==> src/pkg/dsp_pkg.sv <==
package dsp_pkg;

  // register byte offsets on the wishbone slave
  localparam logic [7:0] CTRL_A_OFS  = 8'h00;
  localparam logic [7:0] CTRL_B_OFS  = 8'h04;
  localparam logic [7:0] DUTY_A_OFS  = 8'h08;
  localparam logic [7:0] DUTY_B_OFS  = 8'h0c;
  localparam logic [7:0] STATUS_OFS  = 8'h10;
  localparam logic [7:0] COUNT_OFS   = 8'h14;

  // control register fields
  localparam int FIRST_HI_BIT   = 5;
  localparam int FIRST_LO_BIT   = 4;
  localparam int SECOND_MSB     = 3;
  localparam int SECOND_LSB     = 0;

  // duty register fields
  localparam int POL_BIT        = 7;
  localparam int DUTY_MSB       = 5;
  localparam int DUTY_LSB       = 0;

  // status register fields
  localparam int ST_EN_A_BIT    = 0;
  localparam int ST_EN_B_BIT    = 1;
  localparam int ST_PEND_A_BIT  = 2;
  localparam int ST_PEND_B_BIT  = 3;
  localparam int ST_STOP_BIT    = 4;

  // count register fields
  localparam int CNT_A_LSB      = 0;
  localparam int CNT_B_LSB      = 8;

  // reset values
  localparam logic [1:0] FIRST_RST  = 2'h0;
  localparam logic [3:0] SECOND_RST = 4'h0;
  localparam logic       POL_RST    = 1'h0;

  // first-stage divider encodings and their terminal counts
  localparam logic [1:0] FIRST_OFF   = 2'h0;
  localparam logic [1:0] FIRST_DIV1  = 2'h1;
  localparam logic [1:0] FIRST_DIV8  = 2'h2;
  localparam logic [1:0] FIRST_DIV16 = 2'h3;
  localparam logic [3:0] DIV1_LAST   = 4'h0;
  localparam logic [3:0] DIV8_LAST   = 4'h7;
  localparam logic [3:0] DIV16_LAST  = 4'hf;

  // period counter terminal value
  localparam logic [5:0] CNT_LAST    = 6'h3f;

  // bus slave states
  typedef enum logic {
    BUS_IDLE = 1'b0,
    BUS_ACK  = 1'b1
  } dsp_bus_e;

endpackage

==> src/verilog/dsp_pwm.sv <==
// Local design decisions: the register addresses and the Wishbone register port.
`timescale 1ns/1ps
`default_nettype none

// Operation
// duty spans zero to 63/64 active
// polarity zero with duty zero gives high
// first divider zero stops channel clocks
// enabled control write acts at once
// enabled duty write waits for period end
// disabled writes reach active registers immediately
// buffered updates commit together at period end
// duty read returns active value only
// polarity one active high, zero low
// first divider: off, one, eight, sixteen
// second divider divides by field plus one
// six-bit duty sets active portion
// nonzero first divider takes port pin
// reset leaves duty bits untouched
// reset clears first divider, output low
// wait mode keeps channels running
// stop mode freezes waveform mid-phase
// software writes duty before enabling
// period is 64 scaled clocks
// active while counter below duty
module dsp_pwm (
  input  wire logic        clk_i,
  input  wire logic        rst_i,
  input  wire logic        wb_cyc_i,
  input  wire logic        wb_stb_i,
  input  wire logic        wb_we_i,
  input  wire logic [7:0]  wb_adr_i,
  input  wire logic [3:0]  wb_sel_i,
  input  wire logic [31:0] wb_dat_i,
  output logic [31:0]      wb_dat_o,
  output logic             wb_ack_o,
  input  wire logic        stop_i,
  input  wire logic        gpio_a_data_i,
  input  wire logic        gpio_a_dir_i,
  input  wire logic        gpio_b_data_i,
  input  wire logic        gpio_b_dir_i,
  output logic             chan_a_port_pin_o,
  output logic             chan_a_port_pin_oe_o,
  output logic             chan_b_port_pin_o,
  output logic             chan_b_port_pin_oe_o,
  output logic             pwm_a_o,
  output logic             pwm_b_o
);

  // true when the aligned word address matches a register offset
  function automatic logic hit(input logic [7:0] adr, input logic [7:0] ofs);
    hit = (adr[7:2] == ofs[7:2]);
  endfunction

  // first-stage rate select field of a control byte
  function automatic logic [1:0] first_of(input logic [5:0] ctrl);
    first_of = ctrl[dsp_pkg::FIRST_HI_BIT:dsp_pkg::FIRST_LO_BIT];
  endfunction

  dsp_pkg::dsp_bus_e bus_q;
  logic [31:0]       rdata_q;
  logic              req;
  logic              wr_fire;
  logic              mapped;

  // per channel state, index 0 is channel a and 1 is channel b
  logic [5:0]        ctrl_q      [2];
  logic [5:0]        buf_duty_q  [2];
  logic              buf_pol_q   [2];
  logic [5:0]        act_duty_q  [2];
  logic              act_pol_q   [2];
  logic              pend_q      [2];
  logic              pin_q       [2];
  logic              pin_oe_q    [2];
  logic              wave_q      [2];

  logic              en          [2];
  logic              wr_ctrl     [2];
  logic              wr_duty     [2];
  logic              period_end  [2];
  logic [5:0]        cnt         [2];
  logic              wave        [2];
  logic              gpio_data   [2];
  logic              gpio_dir    [2];
  logic [7:0]        wbyte;
  logic              run;

  // ------------------------------------------------------------------
  // wishbone classic slave
  // ------------------------------------------------------------------

  assign req    = wb_cyc_i && wb_stb_i;
  assign mapped = hit(wb_adr_i, dsp_pkg::CTRL_A_OFS) ||
                  hit(wb_adr_i, dsp_pkg::CTRL_B_OFS) ||
                  hit(wb_adr_i, dsp_pkg::DUTY_A_OFS) ||
                  hit(wb_adr_i, dsp_pkg::DUTY_B_OFS) ||
                  hit(wb_adr_i, dsp_pkg::STATUS_OFS) ||
                  hit(wb_adr_i, dsp_pkg::COUNT_OFS);

  // writes land on the edge where the master samples ack; only lane 0 holds data
  assign wr_fire = (bus_q == dsp_pkg::BUS_ACK) && req && wb_we_i &&
                   wb_sel_i[0] && mapped;
  assign wbyte   = wb_dat_i[7:0];
  assign wb_ack_o = (bus_q == dsp_pkg::BUS_ACK);
  assign wb_dat_o = rdata_q;

  // two-state handshake: one wait state, then ack for exactly one cycle
  always_ff @(posedge clk_i) begin
    if (rst_i) begin
      bus_q <= dsp_pkg::BUS_IDLE;
    end else begin
      case (bus_q)
        dsp_pkg::BUS_IDLE: begin
          if (req) begin
            bus_q <= dsp_pkg::BUS_ACK;
          end
        end
        dsp_pkg::BUS_ACK: begin
          bus_q <= dsp_pkg::BUS_IDLE;
        end
        default: begin
          bus_q <= dsp_pkg::BUS_IDLE;
        end
      endcase
    end
  end

  // read data captured as the request is taken; unmapped reads return zero
  always_ff @(posedge clk_i) begin
    if (rst_i) begin
      rdata_q <= 32'h0000_0000;
    end else if (bus_q == dsp_pkg::BUS_IDLE && req) begin
      rdata_q <= 32'h0000_0000;
      if (hit(wb_adr_i, dsp_pkg::CTRL_A_OFS)) begin
        rdata_q[5:0] <= ctrl_q[0];
      end else if (hit(wb_adr_i, dsp_pkg::CTRL_B_OFS)) begin
        rdata_q[5:0] <= ctrl_q[1];
      end else if (hit(wb_adr_i, dsp_pkg::DUTY_A_OFS)) begin
        rdata_q[dsp_pkg::POL_BIT] <= act_pol_q[0];
        rdata_q[dsp_pkg::DUTY_MSB:dsp_pkg::DUTY_LSB] <= act_duty_q[0];
      end else if (hit(wb_adr_i, dsp_pkg::DUTY_B_OFS)) begin
        rdata_q[dsp_pkg::POL_BIT] <= act_pol_q[1];
        rdata_q[dsp_pkg::DUTY_MSB:dsp_pkg::DUTY_LSB] <= act_duty_q[1];
      end else if (hit(wb_adr_i, dsp_pkg::STATUS_OFS)) begin
        rdata_q[dsp_pkg::ST_EN_A_BIT]   <= en[0];
        rdata_q[dsp_pkg::ST_EN_B_BIT]   <= en[1];
        rdata_q[dsp_pkg::ST_PEND_A_BIT] <= pend_q[0];
        rdata_q[dsp_pkg::ST_PEND_B_BIT] <= pend_q[1];
        rdata_q[dsp_pkg::ST_STOP_BIT]   <= stop_i;
      end else if (hit(wb_adr_i, dsp_pkg::COUNT_OFS)) begin
        rdata_q[dsp_pkg::CNT_A_LSB +: 6] <= cnt[0];
        rdata_q[dsp_pkg::CNT_B_LSB +: 6] <= cnt[1];
      end
    end
  end

  // ------------------------------------------------------------------
  // per channel write strobes and enables
  // ------------------------------------------------------------------

  assign wr_ctrl[0] = wr_fire && hit(wb_adr_i, dsp_pkg::CTRL_A_OFS);
  assign wr_ctrl[1] = wr_fire && hit(wb_adr_i, dsp_pkg::CTRL_B_OFS);
  assign wr_duty[0] = wr_fire && hit(wb_adr_i, dsp_pkg::DUTY_A_OFS);
  assign wr_duty[1] = wr_fire && hit(wb_adr_i, dsp_pkg::DUTY_B_OFS);
  assign en[0]      = (first_of(ctrl_q[0]) != dsp_pkg::FIRST_OFF);
  assign en[1]      = (first_of(ctrl_q[1]) != dsp_pkg::FIRST_OFF);
  assign gpio_data[0] = gpio_a_data_i;
  assign gpio_data[1] = gpio_b_data_i;
  assign gpio_dir[0]  = gpio_a_dir_i;
  assign gpio_dir[1]  = gpio_b_dir_i;

  // stop freezes the counters; wait mode needs no input since nothing changes
  assign run = !stop_i;

  // control registers act at once whether or not the channel runs
  always_ff @(posedge clk_i) begin
    for (int i = 0; i < 2; i++) begin
      if (rst_i) begin
        ctrl_q[i][dsp_pkg::FIRST_HI_BIT:dsp_pkg::FIRST_LO_BIT] <= dsp_pkg::FIRST_RST;
        ctrl_q[i][dsp_pkg::SECOND_MSB:dsp_pkg::SECOND_LSB] <= dsp_pkg::SECOND_RST;
      end else if (wr_ctrl[i]) begin
        ctrl_q[i] <= wbyte[5:0];
      end
    end
  end

  // write buffer takes every duty write; it is never reset
  always_ff @(posedge clk_i) begin
    for (int i = 0; i < 2; i++) begin
      if (wr_duty[i]) begin
        buf_duty_q[i] <= wbyte[dsp_pkg::DUTY_MSB:dsp_pkg::DUTY_LSB];
      end
    end
  end

  // buffered polarity has a defined reset so a disabled pin is predictable
  always_ff @(posedge clk_i) begin
    for (int i = 0; i < 2; i++) begin
      if (rst_i) begin
        buf_pol_q[i] <= dsp_pkg::POL_RST;
      end else if (wr_duty[i]) begin
        buf_pol_q[i] <= wbyte[dsp_pkg::POL_BIT];
      end
    end
  end

  // pending flag: a write in the same cycle as the period end wins
  always_ff @(posedge clk_i) begin
    for (int i = 0; i < 2; i++) begin
      if (rst_i) begin
        pend_q[i] <= 1'b0;
      end else if (wr_duty[i] && en[i]) begin
        pend_q[i] <= 1'b1;
      end else if (period_end[i] || !en[i]) begin
        pend_q[i] <= 1'b0;
      end
    end
  end

  // active duty: direct when off, else only at a period boundary
  // duty data is left unreset, so a channel enabled first drives garbage
  always_ff @(posedge clk_i) begin
    for (int i = 0; i < 2; i++) begin
      if (wr_duty[i] && !en[i]) begin
        act_duty_q[i] <= wbyte[dsp_pkg::DUTY_MSB:dsp_pkg::DUTY_LSB];
      end else if (pend_q[i] && (period_end[i] || !en[i])) begin
        act_duty_q[i] <= buf_duty_q[i];
      end
    end
  end

  // active polarity follows the same commit path as the duty
  always_ff @(posedge clk_i) begin
    for (int i = 0; i < 2; i++) begin
      if (rst_i) begin
        act_pol_q[i] <= dsp_pkg::POL_RST;
      end else if (wr_duty[i] && !en[i]) begin
        act_pol_q[i] <= wbyte[dsp_pkg::POL_BIT];
      end else if (pend_q[i] && (period_end[i] || !en[i])) begin
        act_pol_q[i] <= buf_pol_q[i];
      end
    end
  end

  // ------------------------------------------------------------------
  // channel engines
  // ------------------------------------------------------------------

  dsp_chan u_chan_a (
    .clk_i        (clk_i),
    .rst_i        (rst_i),
    .run_i        (run),
    .first_div_i  (first_of(ctrl_q[0])),
    .second_div_i (ctrl_q[0][dsp_pkg::SECOND_MSB:dsp_pkg::SECOND_LSB]),
    .duty_i       (act_duty_q[0]),
    .pol_i        (act_pol_q[0]),
    .period_end_o (period_end[0]),
    .cnt_o        (cnt[0]),
    .wave_o       (wave[0])
  );

  dsp_chan u_chan_b (
    .clk_i        (clk_i),
    .rst_i        (rst_i),
    .run_i        (run),
    .first_div_i  (first_of(ctrl_q[1])),
    .second_div_i (ctrl_q[1][dsp_pkg::SECOND_MSB:dsp_pkg::SECOND_LSB]),
    .duty_i       (act_duty_q[1]),
    .pol_i        (act_pol_q[1]),
    .period_end_o (period_end[1]),
    .cnt_o        (cnt[1]),
    .wave_o       (wave[1])
  );

  // ------------------------------------------------------------------
  // port pin ownership
  // ------------------------------------------------------------------

  // registered mux adds one cycle of lag but keeps the pin glitch free
  always_ff @(posedge clk_i) begin
    for (int i = 0; i < 2; i++) begin
      if (rst_i) begin
        pin_q[i]    <= 1'b0;
        pin_oe_q[i] <= 1'b0;
      end else if (en[i]) begin
        pin_q[i]    <= wave[i];
        pin_oe_q[i] <= 1'b1;
      end else begin
        pin_q[i]    <= gpio_data[i];
        pin_oe_q[i] <= gpio_dir[i];
      end
    end
  end

  // raw waveform copies, low whenever the channel is off
  always_ff @(posedge clk_i) begin
    for (int i = 0; i < 2; i++) begin
      if (rst_i) begin
        wave_q[i] <= 1'b0;
      end else begin
        wave_q[i] <= wave[i];
      end
    end
  end

  assign chan_a_port_pin_o    = pin_q[0];
  assign chan_a_port_pin_oe_o = pin_oe_q[0];
  assign chan_b_port_pin_o    = pin_q[1];
  assign chan_b_port_pin_oe_o = pin_oe_q[1];
  assign pwm_a_o              = wave_q[0];
  assign pwm_b_o              = wave_q[1];

endmodule

`default_nettype wire

==> src/verilog/dsp_chan.sv <==
`timescale 1ns/1ps
`default_nettype none

module dsp_chan (
  input  wire logic       clk_i,
  input  wire logic       rst_i,
  input  wire logic       run_i,
  input  wire logic [1:0] first_div_i,
  input  wire logic [3:0] second_div_i,
  input  wire logic [5:0] duty_i,
  input  wire logic       pol_i,
  output logic            period_end_o,
  output logic [5:0]      cnt_o,
  output logic            wave_o
);

  logic [3:0] pre1_q;
  logic [3:0] pre2_q;
  logic [5:0] cnt_q;
  logic       wave_q;
  logic [3:0] pre1_last;
  logic       en;
  logic       tick1;
  logic       tick2;
  logic       active;

  // first-stage terminal count from the rate select field
  always_comb begin
    case (first_div_i)
      dsp_pkg::FIRST_DIV1:  pre1_last = dsp_pkg::DIV1_LAST;
      dsp_pkg::FIRST_DIV8:  pre1_last = dsp_pkg::DIV8_LAST;
      dsp_pkg::FIRST_DIV16: pre1_last = dsp_pkg::DIV16_LAST;
      default:              pre1_last = dsp_pkg::DIV1_LAST;
    endcase
  end

  // ticks are enables, not clocks; >= keeps a shrunk ratio from running to wrap
  assign en     = (first_div_i != dsp_pkg::FIRST_OFF);
  assign tick1  = en && run_i && (pre1_q >= pre1_last);
  assign tick2  = tick1 && (pre2_q >= second_div_i);
  assign active = (cnt_q < duty_i);
  assign period_end_o = tick2 && (cnt_q == dsp_pkg::CNT_LAST);
  assign cnt_o  = cnt_q;
  assign wave_o = wave_q;

  // first-stage prescaler, held clear while the channel is off
  always_ff @(posedge clk_i) begin
    if (rst_i || !en) begin
      pre1_q <= 4'h0;
    end else if (tick1) begin
      pre1_q <= 4'h0;
    end else if (run_i) begin
      pre1_q <= pre1_q + 4'h1;
    end
  end

  // second-stage prescaler divides by field plus one
  always_ff @(posedge clk_i) begin
    if (rst_i || !en) begin
      pre2_q <= 4'h0;
    end else if (tick2) begin
      pre2_q <= 4'h0;
    end else if (tick1) begin
      pre2_q <= pre2_q + 4'h1;
    end
  end

  // modulo-64 period counter, wraps 63 to 0 by overflow
  always_ff @(posedge clk_i) begin
    if (rst_i || !en) begin
      cnt_q <= 6'h00;
    end else if (tick2) begin
      cnt_q <= cnt_q + 6'h01;
    end
  end

  // waveform; a stopped clock freezes it in whatever phase it was
  always_ff @(posedge clk_i) begin
    if (rst_i || !en) begin
      wave_q <= 1'b0;
    end else if (run_i) begin
      wave_q <= pol_i ? active : !active;
    end
  end

endmodule

`default_nettype wire

==> config.mk <==
export PLATFORM = sky130hd
export DESIGN_NAME = dsp_pwm
export DESIGN_NICKNAME = d
export VERILOG_FILES = /design/src/pkg/dsp_pkg.sv /design/src/verilog/dsp_pwm.sv /design/src/verilog/dsp_chan.sv
export SDC_FILE = /design/constraint.sdc
export NUM_CORES = 1
export LEC_CHECK = 0
export BUFFER_PORTS_ARGS = -buffer_cell sky130_fd_sc_hd__buf_4
export CAP_MARGIN = 5
export CORE_MARGIN = 2
export CORE_UTILIZATION = 60
export DETAILED_ROUTE_END_ITERATION = 12
export PLACE_DENSITY = 0.92
export REMOVE_ABC_BUFFERS = 1
export SYNTH_ARGS = -nofsm -noshare
export SYNTH_HDL_FRONTEND = slang
export SYNTH_HIERARCHICAL = 1
export SYNTH_SLANG_ARGS = --single-unit
==> constraint.sdc <==
create_clock -name clk_i -period 8 [get_ports clk_i]
set_input_delay 0.8 -clock clk_i [delete_from_list [all_inputs] [get_ports clk_i]]
set_output_delay 0.8 -clock clk_i [all_outputs]
set_load 0.01 [all_outputs]
==> results.toml <==
[worst_hold_path]
hp-class = "flip-flop to flip-flop"

[timing]
hold_viol = 0
worstMarginPinSlew_ns = 1.264
period_minus_slack_ns = 3.519
tns_ns = 0
setup_viol = 0
whs_ns = 0.4743
skew_ns = 0.01018
timing.fmax_mhz = 284.2
slew_headroom_pct = 14.99
rsz0062_at_grt = "false"
post-route-period-util_pct = 43.99
drv_slew = 0

[setup_path]
crit_path_end = "act_duty_q[1][1]"
critical_path.top_delay_family = "simple AND/OR/NAND/NOR gates"
path_buf_inv = 2
timing.rr.start = "ctrl_q[1][5]"
worstPathCellList = "buf_4, inv_1, o2111ai_2, nor4_1, nor2_1, nor3b_4, mux2_4"
rrSetupSlack_ns = 4.56
worstSetupEndpointType = "flip-flop"
cp.arrival_ns = 3.64
ff2ff_path_depth = 9
crit_cells = 7
critical_path_class = "input pin to flip-flop"
cp_max_fo = 21
worst_path_largest_cell_delay_ns = 0.59
timing.critical_path.from = "stop_i"
start_kind = "input pin"
r2r-end = "act_duty_q[1][1]"
required_ns = 8.12
crit_slowest_cell = "nor4_1"

[global_routing]
grt_usage_pct = 25.83
antenna_found_initial = 0
grt_pass1_vias = 3938
grt_pass1_wl_um = 19490
grt_overflow = 0
grt_max_degree = 41

[clock_tree]
postCtsResizedCells = 0
insertion_delay_ns = 0.37
cts_hold_buf = 0
cts_buffers = 9
htree_levels = 3
root_buffer = "clkbuf_8"
post_cts_buffers = 0
cts_tree = "built"
clk_pin_slew_ns = 0.10
clock_sinks = 92
clockBufferDepth = 2

[placement]
dpl.cell_count = 648
port_buffers = 43
place_congestion = 0.9078
dp_hpwl_um = 8650

[synth]
syn_inst = 515
yosys_warnings = 6
synth_cell_types = 64
ys_seq_area_share_pct = 44.15
synthFlopType = "edfxtp_1"
synth_edf_count = 46
synth-seq-cells = 92
syn_area_per_cell_um2 = 10.13
ys_async_sr_fraction_pct = 0
netlist_area_um2 = 5215

[layout]
synthToLayoutAreaGrowth_pct = 9.117
layout-drive-gt1-share_pct = 18.35
fin_nets = 637
layout_common_cells = "46 x edfxtp_1, 46 x dfxtp_1, 43 x buf_4, 36 x a21oi_1"
fin_cells = 664
fin_util_pct = 66.22
diodes = 0

[die]
pin_count = 93
die_w_um = 97.23
die-area_um2 = 9454
rows = 34
initial_core_util_pct = 60.69
die_h_um = 97.23
core_um2 = 8593

[power]
p_int_mw = 0.6832
peakVddDrop_mv = 0.08952
power_frac_seq_pct = 55.2
p_per_area_nw_per_um2 = 161.8
swShare_pct = 25.79
leakagePower_nw = 2.265
combPwrFrac_pct = 9.0
power_frac_clock_pct = 35.8
p_switching_mw = 0.2374

[routing]
vias = 4122
drc = 0
ant_nets = 0
drt-initial-drc-count = 327
drt_wl_total_um = 12090
wl_per_cell_um = 18.21
via_per_inst = 6.208
firstDrtPassIters = 5

[run]
max_cap_viol_count = 0

[run_status]
status = "finished clean"
==> state kept, by name, indices dropped and copies added, names as in the netlist <==
name             count
wb_dat_o            13
ctrl_q              12
u_chan_a/pre1_q      4
buf_duty_q          12
u_chan_a/pre2_q      4
act_pol_q            2
u_chan_b/wave_o      1
u_chan_b/pre2_q      4
pend_q               2
act_duty_q          12
wave_q               2
u_chan_b/pre1_q      4
pin_oe_q             2
pin_q                2
buf_pol_q            2
wb_ack_o             1
u_chan_b/cnt_o       6
u_chan_a/cnt_o       6
u_chan_a/wave_o      1
==> synth_stat cells, types with 4 or more instances <==
master	count	area, um^2
or4_1	9	67.56
mux2i_1	11	110.1
nor2_1	30	112.6
buf_2	4	20.02
a211oi_1	4	30.03
dfxtp_1	46	920.9
o31ai_1	6	45.04
nand2_1	27	101.4
nand3_1	18	90.09
xor2_1	4	35.03
ha_1	32	400.4
inv_1	32	120.1
a21oi_1	36	180.2
nand4_1	9	56.30
nor3_1	9	45.04
mux2_4	6	90.09
buf_4	19	142.6
nand3b_1	9	67.56
nand2b_1	6	37.54
nor4_1	9	56.30
mux2_2	12	135.1
a22oi_1	7	52.55
a21o_1	5	37.54
nor2b_1	8	50.05
edfxtp_1	46	1381
or2_2	6	37.54
clkbuf_1	10	37.54
o21ai_0	26	130.1
and2_1	14	87.58
==> power groups by stage <==
stage / logic (mW) / clock network [mW] / registers, mW
6_report: 0.0825 / 0.330 / 0.509
5_1_grt: 0.0895 / 0.348 / 0.509
4_1_cts: 0.0810 / 0.334 / 0.508
3_5_place_dp: 0.0803 / 0 / 0.519
3_3_place_gp: 0.0755 / 0 / 0.519
2_1_floorplan: 0.0470 / 0 / 0.517
==> worst min-delay path by stage <==
stage | from | end | slack (ns) | depth (start not counted)
2_1_floorplan | u_chan_a/wave_o | wave_q[0] | 0.45 | 1
5_1_grt | u_chan_a/wave_o | wave_q[0] | 0.50 | 1
3_5_place_dp | wb_dat_o[7] | wb_dat_o[7] | 0.46 | 2
4_1_cts | wb_dat_o[7] | wb_dat_o[7] | 0.47 | 2
6_report | wb_dat_o[7] | wb_dat_o[7] | 0.47 | 2
3_3_place_gp | wb_dat_o[7] | wb_dat_o[7] | 0.44 | 2
==> metrics by stage <==
step,power (mW),setup WS (ns),instance area [um^2]
2_1_floorplan,0.5643,4.802,5029
3_3_place_gp,0.5942,4.230,5487
3_5_place_dp,0.5994,4.082,5487
4_1_cts,0.9235,4.483,5690
5_1_grt,0.9470,4.117,5690
6_report,0.9206,4.481,5690
==> kinds of logic (layout without fill, tap and decap cells) <==
kind of cell	after synthesis	count (layout)	synth area share, %
flip-flops	92	92	44.15
XOR/XNOR	6	6	1.008
other	2	23	0.1440
AND/OR/NAND/NOR	178	178	20.13
multiplexers	29	29	6.430
buffers and inverters	71	91	7.390
adder cells (fa/ha/maj)	32	32	7.677
AO/OA/AOI/OAI	105	105	13.08
==> per-layer routing <==
layer	GRT usage (%)	routed length, um	vias to the layer above
met5	0	0	-
met4	11.22	337	0
met3	4.676	1001	40
met2	42.09	5790	215
met1	34.01	4963	1948
li1	-	-	1919
==> layout make-up <==
class | instances | area (um^2)
Clock buffer | 9 | 123.9
Inverter | 32 | 120.1
Clock inverter | 7 | 80.08
Sequential cell | 92 | 2302
Timing Repair Buffer | 43 | 322.8
Tap cell | 108 | 135.1
Multi-Input combinational cell | 373 | 2606
Fill cell | 641 | 2903
==> worst reg2reg max path, stage by stage, from the launching register on <==
cell	delay, ns
edfxtp_1	0.55
inv_1	0.13
ha_1	0.32
nand2_1	0.07
o21ai_2	0.15
o2111ai_2	0.40
nor4_1	0.59
nor2_1	0.17
nor3b_4	0.47
mux2_4	0.35
Power figures use the tool's default switching activity.
